`src/shared/rxdes_pkg.sv`:
```
// Constants and types shared by the receive descriptor and statistics engine.
//===========================================================================
// What this block does
// - Statistics counters in the init area are only ever incremented, never cleared.
// - Count reject-information frames at base+46 and retransmit timeouts at base+48.
// - Count received REJ frames at base+50, transmitted REJ frames at base+52.
// - Count short frames at base+54, bad check or misaligned frames at base+44.
// - Count aborted frames at base+56 only while abort counting is enabled.
// - Every descriptor entry is four consecutive 16-bit words.
// - Word 0 bit 15 is ownership: one means the device owns the entry.
// - Word 0 bit 14 picks host or helper; the device ignores it.
// - Bit 13 is set in the first buffer of a received frame.
// - Bit 12 is set in the last buffer; single-buffer frames get both.
// - Bit 11 is set when the buffer holds a received UI frame.
// - Bit 10 flags reject info, or bad check in transparent acceptance mode.
// - Bit 9 shows local address match under transparent address filtering.
// - Bit 8 copies poll/final for received UI, XID and TEST frames.
// - Buffer address fields in word 0 low byte and word 1 stay unaltered.
// - Word 2 buffer length is read by the device, never modified.
// - Word 3 gets the negated frame length when last, plus check bytes.
package rxdes_pkg;
  //=========================================================================
  // Memory layout
  localparam int CNT_NUM = 7;
  localparam logic [23:0] CNT_BASE_OFS = 24'h00002c;
  localparam logic [23:0] CNT_STEP = 24'h000002;
  localparam int CNT_ABORT = 6;
  localparam logic [23:0] DW0_OFS = 24'h000000;
  localparam logic [23:0] DW1_OFS = 24'h000002;
  localparam logic [23:0] DW2_OFS = 24'h000004;
  localparam logic [23:0] DW3_OFS = 24'h000006;
  localparam int ENTRY_SHIFT = 3;
  localparam int OWN_BIT = 15;
  localparam int SEC_BIT = 14;
  localparam int ADDR_HI_MSB = 7;
  //=========================================================================
  // Register map
  localparam logic [11:0] CTRL_OFS = 12'h000;
  localparam logic [11:0] INIT_OFS = 12'h004;
  localparam logic [11:0] RING_OFS = 12'h008;
  localparam logic [11:0] STAT_OFS = 12'h00c;
  localparam int CTRL_EN = 0;
  localparam int CTRL_ABORT = 1;
  localparam int CTRL_BADCHK = 2;
  localparam int CTRL_APPEND = 3;
  localparam int CTRL_WIDE = 4;
  localparam int CTRL_TRANSP = 5;
  localparam int CTRL_FILT = 6;
  localparam int CTRL_W = 7;
  localparam int RING_LEN_LSB = 24;
  localparam logic [15:0] CHECK_SHORT = 16'h0002;
  localparam logic [15:0] CHECK_LONG = 16'h0004;
  typedef enum logic [3:0] {
    ST_IDLE, ST_RD0, ST_RD1, ST_RD2, ST_WR3, ST_WR0, ST_CRD, ST_CWR
  } rxdes_state_t;
endpackage : rxdes_pkg

```
`src/shared/rxdes_mem_if.sv`:
```
// Word request channel between the descriptor engine and its memory port.
`timescale 1ns/1ps
`default_nettype none
interface rxdes_mem_if;
  logic req;
  logic we;
  logic [23:0] addr;
  logic [15:0] wdata;
  logic done;
  logic [15:0] rdata;
  modport master (output req, output we, output addr, output wdata, input done, input rdata);
  modport port (input req, input we, input addr, input wdata, output done, output rdata);
endinterface : rxdes_mem_if
`default_nettype wire

```
`src/logic/rxdes_mem_port.sv`:
```
// Registered system memory master for single 16-bit word transfers.
`timescale 1ns/1ps
`default_nettype none
module rxdes_mem_port (
  input wire logic core_clk,
  input wire logic srst,
  rxdes_mem_if.port m,
  output logic mem_req,
  output logic mem_we,
  output logic [23:0] mem_addr,
  output logic [15:0] mem_wdata,
  input wire logic mem_ack,
  input wire logic [15:0] mem_rdata
);
  logic done_q;
  logic [15:0] rdata_q;
  assign m.done = done_q;
  assign m.rdata = rdata_q;
  // The request stays up until the bus acknowledges, so a slow arbiter only stretches it.
  always_ff @(posedge core_clk) begin
    done_q <= 1'b0;
    if (srst) begin
      mem_req <= 1'b0;
      mem_we <= 1'b0;
      mem_addr <= 24'h000000;
      mem_wdata <= 16'h0000;
      rdata_q <= 16'h0000;
    end else if (mem_req && mem_ack) begin
      mem_req <= 1'b0;
      done_q <= 1'b1;
      rdata_q <= mem_rdata;
    end else if (!mem_req && m.req) begin
      mem_req <= 1'b1;
      mem_we <= m.we;
      mem_addr <= m.addr;
      mem_wdata <= m.wdata;
    end
  end
endmodule : rxdes_mem_port
`default_nettype wire

```
`src/logic/rxdes_event_hold.sv`:
```
// Sticky pending flags for the statistics events, one per counter.
`timescale 1ns/1ps
`default_nettype none
module rxdes_event_hold
  import rxdes_pkg::*;
(
  input wire logic core_clk,
  input wire logic srst,
  input wire logic [CNT_NUM-1:0] evt,
  input wire logic [CNT_NUM-1:0] clr,
  output logic [CNT_NUM-1:0] pend
);
  genvar i;
  generate
    for (i = 0; i < CNT_NUM; i++) begin : g_pend
      // A new event in the clearing cycle survives, so no count is lost.
      always_ff @(posedge core_clk) begin
        if (srst) begin
          pend[i] <= 1'b0;
        end else if (evt[i]) begin
          pend[i] <= 1'b1;
        end else if (clr[i]) begin
          pend[i] <= 1'b0;
        end
      end
    end
  endgenerate
endmodule : rxdes_event_hold
`default_nettype wire

```
`src/logic/rxdes_engine.sv`:
```
// Receive descriptor ring walker and statistics counter updater with APB setup.
`timescale 1ns/1ps
`default_nettype none
module rxdes_engine
  import rxdes_pkg::*;
(
  input wire logic core_clk,
  input wire logic srst,
  input wire logic [11:0] paddr,
  input wire logic psel,
  input wire logic penable,
  input wire logic pwrite,
  input wire logic [31:0] pwdata,
  output logic [31:0] prdata,
  output logic pready,
  output logic pslverr,
  input wire logic [CNT_NUM-1:0] evt_pulse,
  input wire logic buf_need,
  input wire logic buf_done,
  input wire logic done_last,
  input wire logic done_valid,
  input wire logic [15:0] done_len,
  input wire logic frm_ui,
  input wire logic frm_reject_info,
  input wire logic frm_bad_check,
  input wire logic frm_local_match,
  input wire logic frm_pf_valid,
  input wire logic frm_pf,
  output logic buf_ready,
  output logic buf_none,
  output logic [23:0] buf_addr,
  output logic [15:0] buf_length,
  output logic busy,
  output logic mem_req,
  output logic mem_we,
  output logic [23:0] mem_addr,
  output logic [15:0] mem_wdata,
  input wire logic mem_ack,
  input wire logic [15:0] mem_rdata
);
  //=========================================================================
  // Registers reached over APB
  logic [CTRL_W-1:0] ctrl_q;
  logic [23:0] init_base_q;
  logic [23:0] ring_base_q;
  logic [2:0] ring_len_q;
  logic [6:0] idx_q;
  logic [CNT_NUM-1:0] pend;
  logic [CNT_NUM-1:0] clr_q;
  logic [CNT_NUM-1:0] evt_gated;
  rxdes_state_t state_q;
  rxdes_mem_if mi ();
  // A counter just written is masked while its flag clears, so it is not counted twice.
  wire [CNT_NUM-1:0] pend_live = pend & ~clr_q;

  wire apb_go = psel && penable && !pready;
  // Writes land on the edge where the master samples pready high.
  wire apb_wr = psel && penable && pready && pwrite;
  wire hit_ctrl = (paddr == CTRL_OFS);
  wire hit_init = (paddr == INIT_OFS);
  wire hit_ring = (paddr == RING_OFS);
  wire hit_stat = (paddr == STAT_OFS);
  wire hit_any = hit_ctrl || hit_init || hit_ring || hit_stat;
  wire [31:0] rd_mux = hit_ctrl ? {25'h0000000, ctrl_q} :
                       hit_init ? {8'h00, init_base_q} :
                       hit_ring ? {5'h00, ring_len_q, ring_base_q} :
                       hit_stat ? {16'h0000, pend, (state_q != ST_IDLE), 1'b0, idx_q} :
                       32'h00000000;

  // One wait state keeps every APB output on a flop.
  always_ff @(posedge core_clk) begin
    if (srst) begin
      pready <= 1'b0;
      pslverr <= 1'b0;
      prdata <= 32'h00000000;
    end else begin
      pready <= apb_go;
      pslverr <= apb_go && !hit_any;
      prdata <= (apb_go && !pwrite) ? rd_mux : 32'h00000000;
    end
  end

  always_ff @(posedge core_clk) begin
    if (srst) begin
      ctrl_q <= '0;
      init_base_q <= 24'h000000;
      ring_base_q <= 24'h000000;
      ring_len_q <= 3'h0;
    end else if (apb_wr) begin
      if (hit_ctrl) ctrl_q <= pwdata[CTRL_W-1:0];
      if (hit_init) init_base_q <= pwdata[23:0];
      if (hit_ring) begin
        ring_base_q <= pwdata[23:0];
        ring_len_q <= pwdata[RING_LEN_LSB+2:RING_LEN_LSB];
      end
    end
  end

  //=========================================================================
  // Statistics events
  // The abort event is dropped at the source while its counting is off.
  assign evt_gated = ctrl_q[CTRL_ABORT] ? evt_pulse :
                     (evt_pulse & ~(CNT_NUM'(1) << CNT_ABORT));

  rxdes_event_hold u_hold (
    .core_clk(core_clk),
    .srst(srst),
    .evt(evt_gated),
    .clr(clr_q),
    .pend(pend)
  );

  function automatic logic [2:0] first_set(input logic [CNT_NUM-1:0] v);
    logic [2:0] r;
    r = 3'h0;
    for (int k = CNT_NUM - 1; k >= 0; k--) begin
      if (v[k]) r = 3'(k);
    end
    return r;
  endfunction : first_set

  //=========================================================================
  // Engine requests and frame status held until served
  logic need_q;
  logic done_q;
  logic last_q;
  logic valid_q;
  logic [15:0] len_q;
  logic ui_q;
  logic rej_q;
  logic badchk_q;
  logic local_q;
  logic pfv_q;
  logic pf_q;
  logic in_frame_q;
  logic [15:0] w0_q;
  logic [15:0] w1_q;
  logic [2:0] sel_q;
  logic [15:0] cval_q;
  logic req_q;
  logic sent_q;

  always_ff @(posedge core_clk) begin
    if (srst) begin
      done_q <= 1'b0;
      last_q <= 1'b0;
      valid_q <= 1'b0;
      len_q <= 16'h0000;
      ui_q <= 1'b0;
      rej_q <= 1'b0;
      badchk_q <= 1'b0;
      local_q <= 1'b0;
      pfv_q <= 1'b0;
      pf_q <= 1'b0;
    end else if (buf_done) begin
      done_q <= 1'b1;
      last_q <= done_last;
      valid_q <= done_valid;
      len_q <= done_len;
      ui_q <= frm_ui;
      rej_q <= frm_reject_info;
      badchk_q <= frm_bad_check;
      local_q <= frm_local_match;
      pfv_q <= frm_pf_valid;
      pf_q <= frm_pf;
    end else if (state_q == ST_WR0 && mi.done) begin
      done_q <= 1'b0;
    end else if (state_q == ST_IDLE && done_q && !valid_q) begin
      done_q <= 1'b0;
    end
  end

  //=========================================================================
  // Address and data of each memory step
  wire [23:0] entry = ring_base_q + {14'h0000, idx_q, 3'h0};
  wire [23:0] cnt_addr = init_base_q + CNT_BASE_OFS + (CNT_STEP * {21'h000000, sel_q});
  wire [6:0] len_mask = 7'((8'h01 << ring_len_q) - 8'h01);
  wire [6:0] idx_next = (idx_q + 7'h01) & len_mask;
  wire transp = ctrl_q[CTRL_TRANSP];
  wire rej_flag = rej_q || (transp && ctrl_q[CTRL_BADCHK] && badchk_q);
  wire addr_flag = transp && ctrl_q[CTRL_FILT] && local_q;
  wire pf_flag = pfv_q && pf_q;
  wire [15:0] extra = !ctrl_q[CTRL_APPEND] ? 16'h0000 :
                      ctrl_q[CTRL_WIDE] ? CHECK_LONG : CHECK_SHORT;
  wire [15:0] msg_len = 16'(~(len_q + extra) + 16'h0001);
  // Bits 14 and 7:0 go back exactly as fetched; bit 15 is cleared to hand over.
  wire [15:0] w0_new = {1'b0, w0_q[SEC_BIT], !in_frame_q, last_q, ui_q, rej_flag, addr_flag,
                        pf_flag, w0_q[ADDR_HI_MSB:0]};

  assign mi.req = req_q;
  assign mi.we = (state_q == ST_WR3) || (state_q == ST_WR0) || (state_q == ST_CWR);
  assign mi.addr = (state_q == ST_RD1) ? entry + DW1_OFS :
                   (state_q == ST_RD2) ? entry + DW2_OFS :
                   (state_q == ST_WR3) ? entry + DW3_OFS :
                   (state_q == ST_CRD || state_q == ST_CWR) ? cnt_addr :
                   entry + DW0_OFS;
  assign mi.wdata = (state_q == ST_WR3) ? msg_len :
                    (state_q == ST_CWR) ? cval_q + 16'h0001 : w0_new;

  rxdes_mem_port u_port (
    .core_clk(core_clk),
    .srst(srst),
    .m(mi),
    .mem_req(mem_req),
    .mem_we(mem_we),
    .mem_addr(mem_addr),
    .mem_wdata(mem_wdata),
    .mem_ack(mem_ack),
    .mem_rdata(mem_rdata)
  );

  wire step_mem = (state_q != ST_IDLE);
  wire fire = step_mem && !sent_q;

  always_ff @(posedge core_clk) begin
    if (srst) begin
      req_q <= 1'b0;
      sent_q <= 1'b0;
    end else begin
      req_q <= fire;
      sent_q <= mi.done ? 1'b0 : (fire ? 1'b1 : sent_q);
    end
  end

  //=========================================================================
  // Descriptor and counter sequencer
  // Buffer work goes first; counters are only bookkeeping and may lag.
  always_ff @(posedge core_clk) begin
    buf_ready <= 1'b0;
    buf_none <= 1'b0;
    clr_q <= '0;
    if (srst) begin
      state_q <= ST_IDLE;
      need_q <= 1'b0;
      idx_q <= 7'h00;
      in_frame_q <= 1'b0;
      w0_q <= 16'h0000;
      w1_q <= 16'h0000;
      sel_q <= 3'h0;
      cval_q <= 16'h0000;
      buf_addr <= 24'h000000;
      buf_length <= 16'h0000;
      busy <= 1'b0;
    end else begin
      if (buf_need) need_q <= 1'b1;
      busy <= (state_q != ST_IDLE) || need_q || done_q || (pend != '0);
      unique case (state_q)
        ST_IDLE: begin
          if (done_q && valid_q) begin
            state_q <= last_q ? ST_WR3 : ST_WR0;
          end else if (done_q) begin
            // A bad frame keeps the entry; the next request fetches it again.
            in_frame_q <= 1'b0;
          end else if (need_q && !ctrl_q[CTRL_EN]) begin
            need_q <= 1'b0;
            buf_none <= 1'b1;
          end else if (need_q) begin
            state_q <= ST_RD0;
          end else if (pend_live != '0) begin
            sel_q <= first_set(pend_live);
            state_q <= ST_CRD;
          end
        end
        ST_RD0: begin
          if (mi.done) begin
            w0_q <= mi.rdata;
            need_q <= 1'b0;
            if (mi.rdata[OWN_BIT]) begin
              state_q <= ST_RD1;
            end else begin
              buf_none <= 1'b1;
              state_q <= ST_IDLE;
            end
          end
        end
        ST_RD1: begin
          if (mi.done) begin
            w1_q <= mi.rdata;
            state_q <= ST_RD2;
          end
        end
        ST_RD2: begin
          if (mi.done) begin
            buf_addr <= {w0_q[ADDR_HI_MSB:0], w1_q};
            buf_length <= mi.rdata;
            buf_ready <= 1'b1;
            state_q <= ST_IDLE;
          end
        end
        ST_WR3: begin
          if (mi.done) state_q <= ST_WR0;
        end
        ST_WR0: begin
          if (mi.done) begin
            idx_q <= idx_next;
            in_frame_q <= !last_q;
            state_q <= ST_IDLE;
          end
        end
        ST_CRD: begin
          if (mi.done) begin
            cval_q <= mi.rdata;
            state_q <= ST_CWR;
          end
        end
        ST_CWR: begin
          if (mi.done) begin
            clr_q <= CNT_NUM'(1) << sel_q;
            state_q <= ST_IDLE;
          end
        end
      endcase
    end
  end
endmodule : rxdes_engine
`default_nettype wire

```
`config.mk`:
```
export PLATFORM = sky130hd
export DESIGN_NAME = rxdes_engine
export DESIGN_NICKNAME = d
export VERILOG_FILES = /design/src/shared/rxdes_pkg.sv /design/src/shared/rxdes_mem_if.sv /design/src/logic/rxdes_mem_port.sv /design/src/logic/rxdes_event_hold.sv /design/src/logic/rxdes_engine.sv
export SDC_FILE = /design/constraint.sdc
export NUM_CORES = 1
export LEC_CHECK = 0
export BUFFER_PORTS_ARGS = -buffer_cell sky130_fd_sc_hd__buf_2
export CORE_UTILIZATION = 42
export CTS_CLUSTER_DIAMETER = 120
export DETAILED_ROUTE_END_ITERATION = 8
export PLACE_DENSITY = 0.69
export SLEW_MARGIN = 10
export SYNTH_ARGS = -nofsm -noshare
export SYNTH_HDL_FRONTEND = slang
export SYNTH_HIERARCHICAL = 1
export SYNTH_SLANG_ARGS = --single-unit
```
`constraint.sdc`:
```
create_clock -name core_clk -period 4.75 [get_ports core_clk]
set_clock_uncertainty 0.05 [all_clocks]
set_input_delay 0.2375 -clock core_clk [delete_from_list [all_inputs] [get_ports core_clk]]
set_output_delay 0.2375 -clock core_clk [all_outputs]
set_load 0.03 [all_outputs]
```
==> reports/metrics.csv <==
stage;metric;value;unit
run;Max Cap Viol;0;
power_and_ir_drop;Net Sw Power;1.91;mW
clock_network;CTS tree;built;
power_and_ir_drop;Peak supply drop;265;uV
clock_network;Max Root-Sink Buffers;3;
finish;Syn-to-layout area delta;19.8;%
synthesis;adder-cell share of the synthesized area;0.0245;
placed_design;detailed placement HPWL;32800;um
global_route;largest net degree at the start of global routing;118;
critical_path;Arr. time, crit path;4300;ps
power_and_ir_drop;PwrDens;343;nW/um2
routing;drt drc;0;
sta;final setup margin;914;ps
synthesis;Seq/Total Area, Yosys;0.377;
clock_network;clock slew at reported path FFs;60;ps
synthesis;Top FF cell, synth;dfxtp_1;
sta;post-layout min period;3840;ps
sta;period utilization;0.808;
synthesis;Post-synth EDFFs;0;
clock_network;cts hold-fix bufs;76;
critical_path;CP Cell Sequence;ha_1 -> fa_1 -> a211oi_2 -> o21ai_2 -> xnor2_1 -> nor4_2 -> nand4_1 -> nor2_1 -> o32a_1 -> a21oi_1 -> a221oi_1 -> nand4bb_1 -> o21ai_0;
critical_path;slowest cell on the critical path;fa_1;
sta;worst-margin pin slew;1150;ps
die;Die Y;192;um
placed_design;RePlAce Congestion;0.914;
synthesis;largest family of logic cells by synthesized area;simple AND/OR/NAND/NOR gates;
placed_design;DP Worst Slack;964;ps
die;io pins;218;
critical_path;Worst setup EP type;register;
global_route;vias in the first global route;13000;
global_route;Global Route Usage Sum;0.245;
power_and_ir_drop;Flop pwr share;0.415;
synthesis;Mapped Cells;1913;
worst_hold_path;Hold Path Class;primary input to register;
die;area of the core;35600;um2
sta;final setup fails;0;
routing;Vias/cell;5.53;
power_and_ir_drop;switching part of the total;0.306;
clock_network;Root Driver;clkbuf_16;
power_and_ir_drop;Comb power frac;0.187;
routing;DR vias;14400;
routing;DRT Pass-1 Iters;7;
global_route;initial antenna violation count;1;
run_status;outcome;finished clean;
clock_network;CTS Sinks;286;
die;die area;37000;um2
finish;Final #Nets;2243;
finish;share of post-route cells with drive strength above 1;0.163;
synthesis;post-synthesis mux area share;0.0331;
synthesis;Synth cell types;95;
synthesis;Synth Area in Compound Gates;0.185;
clock_network;CTS Buf Count;31;
clock_network;H-tree levels;1;
critical_path;worst endpoint required time;5210;ps
routing;DR WL/cell;18.0;um
routing;Initial DRC Count;1209;
clock_network;total setup buffers inserted after CTS;0;
global_route;first-pass GRT wire length;71900;um
sta;FMAX;0.261;GHz
routing;Routed Antenna Nets;0;
clock_network;post-cts sizing count;0;
critical_path;CP Launch Type;register;
sta;Final Max Tran Viols;0;
sta;RSZ-0062 raised after global routing;no;
synthesis;Syn. warnings;6;
synthesis;simple logic cell fraction of the synthesized area;0.275;
routing;drt total wl;46700;um
die;Row Count;69;
sta;count of final hold-check violations;0;
sta;setup TNS;0;ps
die;Starting Density;0.427;
power_and_ir_drop;clock share of power;0.398;
global_route;GR Overflow Total;0;
sta;Max-slew headroom;0.226;
synthesis;Post-Syn Area;15200;um2
placed_design;input/output buffers;207;
critical_path;Crit Path Class;register to register;
synthesis;XOR/XNOR Fraction of Synth Area;0.0562;
synthesis;asr flop ratio synth;0;
power_and_ir_drop;Pint;4.33;mW
power_and_ir_drop;Pleak;6.90;nW
die;die width;192;um
critical_path;slowest stage delay, CP;480;ps
synthesis;mean area per synthesized cell;7.94;um2
critical_path;crit-path max FO;6;
synthesis;Yosys reg bits;286;
clock_network;Clock Latency Late Sink;590;ps
[final timing paths]
kind	cells past startpoint	slack, ps	endpoint	from
worst min register to register	1	390	mi.req	sent_q
worst min-delay path	4	80	pslverr	penable
worst max register to register	13	910	u_port/mem_addr[14]	idx_q[0]
worst max-delay path	13	910	u_port/mem_addr[14]	idx_q[0]
[per-stage QoR]
stage	hold slack (ps)	util	total power, mW	cell area [um2]	std cells
after detailed placement	376	0.461	3.74	16400	2468
final	84.0	0.512	6.24	18200	2603
after floorplan	257	-	3.42	15200	1917
after global placement	375	0.461	3.73	16400	2468
after CTS	69.6	0.512	6.28	18200	2602
after global routing	127	0.512	6.51	18200	2603
[routing by layer]
layer  share of wire  track usage  vias up  routed length, um
met4           0.020       0.0642        0                928
li1                -            -     7041                  -
met3           0.065       0.0314       67               3020
met1            0.47        0.358     6813              22100
met2            0.44        0.378      473              20700
met5               0            0        -                  0
[power groups by stage]
| stage | sequential [mW] | combinational [mW] | clock (mW) |
|---|---|---|---|
| after global placement | 2.64 | 1.09 | 0 |
| after detailed placement | 2.64 | 1.10 | 0 |
| after global routing | 2.60 | 1.26 | 2.65 |
| after floorplan | 2.64 | 0.779 | 0 |
| after CTS | 2.59 | 1.15 | 2.54 |
| final | 2.59 | 1.17 | 2.49 |
[sequential cells by signal (all words and copies together) (netlist names), 3 cells and up]
register and cells:
ring_base_q 24, sel_q 3, idx_q 7, u_hold/pend 7, buf_addr 24, prdata 27
w1_q 16, w0_q 9, buf_length 16, state_q 3, clr_q 7, u_port/m.rdata 16
u_port/mem_wdata 16, cval_q 16, ctrl_q 7, init_base_q 24, ring_len_q 3, u_port/mem_addr 24
len_q 16
[layout make-up]
type | count | area, um2
Fill cell | 3403 | 17400
Multi-Input combinational cell | 1457 | 8740
Sequential cell | 286 | 5730
Timing Repair Buffer | 305 | 1970
Clock buffer | 41 | 863
Tap cell | 461 | 577
Clock inverter | 17 | 189
Inverter | 35 | 131
Antenna cell | 1 | 2.50
[critical path: cells and delay by family, from the launching register on]
| family | cells | cell delay [ps] |
|---|---|---|
| DFF | 1 | 370 |
| AOI/OAI and AO/OA | 6 | 1220 |
| adders and majority gates | 2 | 740 |
| xor gates and xnor gates | 1 | 260 |
| and+or+nand+nor | 4 | 1120 |
[logic make-up (layout without fill, tap and decap cells)]
logic type / after synthesis / count (layout)
compound gates: 458 / 458
simple gates: 822 / 822
buf+inv: 174 / 398
mux: 49 / 49
fa+ha+maj: 28 / 28
flops: 286 / 286
other cells: 1 / 6
xor+xnor: 95 / 95
[synth_stat cells (all sizes together) (6+ instances only)]
library cell,count,area [um2]
nand2,367,1380
dfxtp,286,5730
a21oi,221,1150
nor2,135,509
clkbuf,106,402
o21ai,104,524
nand2b,60,428
nand3,56,285
xnor2,48,428
xor2,47,427
nor3,45,263
nand4bb,41,462
mux2i,39,390
a22oi,35,263
inv,34,128
buf,33,215
and3,30,188
ha,25,313
nand4,17,121
a21bo,16,160
nor2b,16,100
a211oi,13,108
mux2,10,113
o211ai,10,98.8
and2,8,50.1
nand3b,8,60.1
or3,8,50.1
nor4,7,65.1
o221ai,7,61.3
o22ai,7,50.1
a31oi,6,43.8
o31ai,6,50.1
[placed cells by master (no fill, tap or decap), drive strengths merged, types with 25 or more instances in the layout]
cell type and instances:
nand2 367, dfxtp 286, buf 228, a21oi 221
nor2 135, o21ai 104, dlygate4sd3 76, nand2b 60
nand3 56, xnor2 48, xor2 47, nor3 45
clkbuf 42, nand4bb 41, mux2i 39, inv 36
a22oi 35, and3 30, ha 25
(Power assumes the default switching activity.)
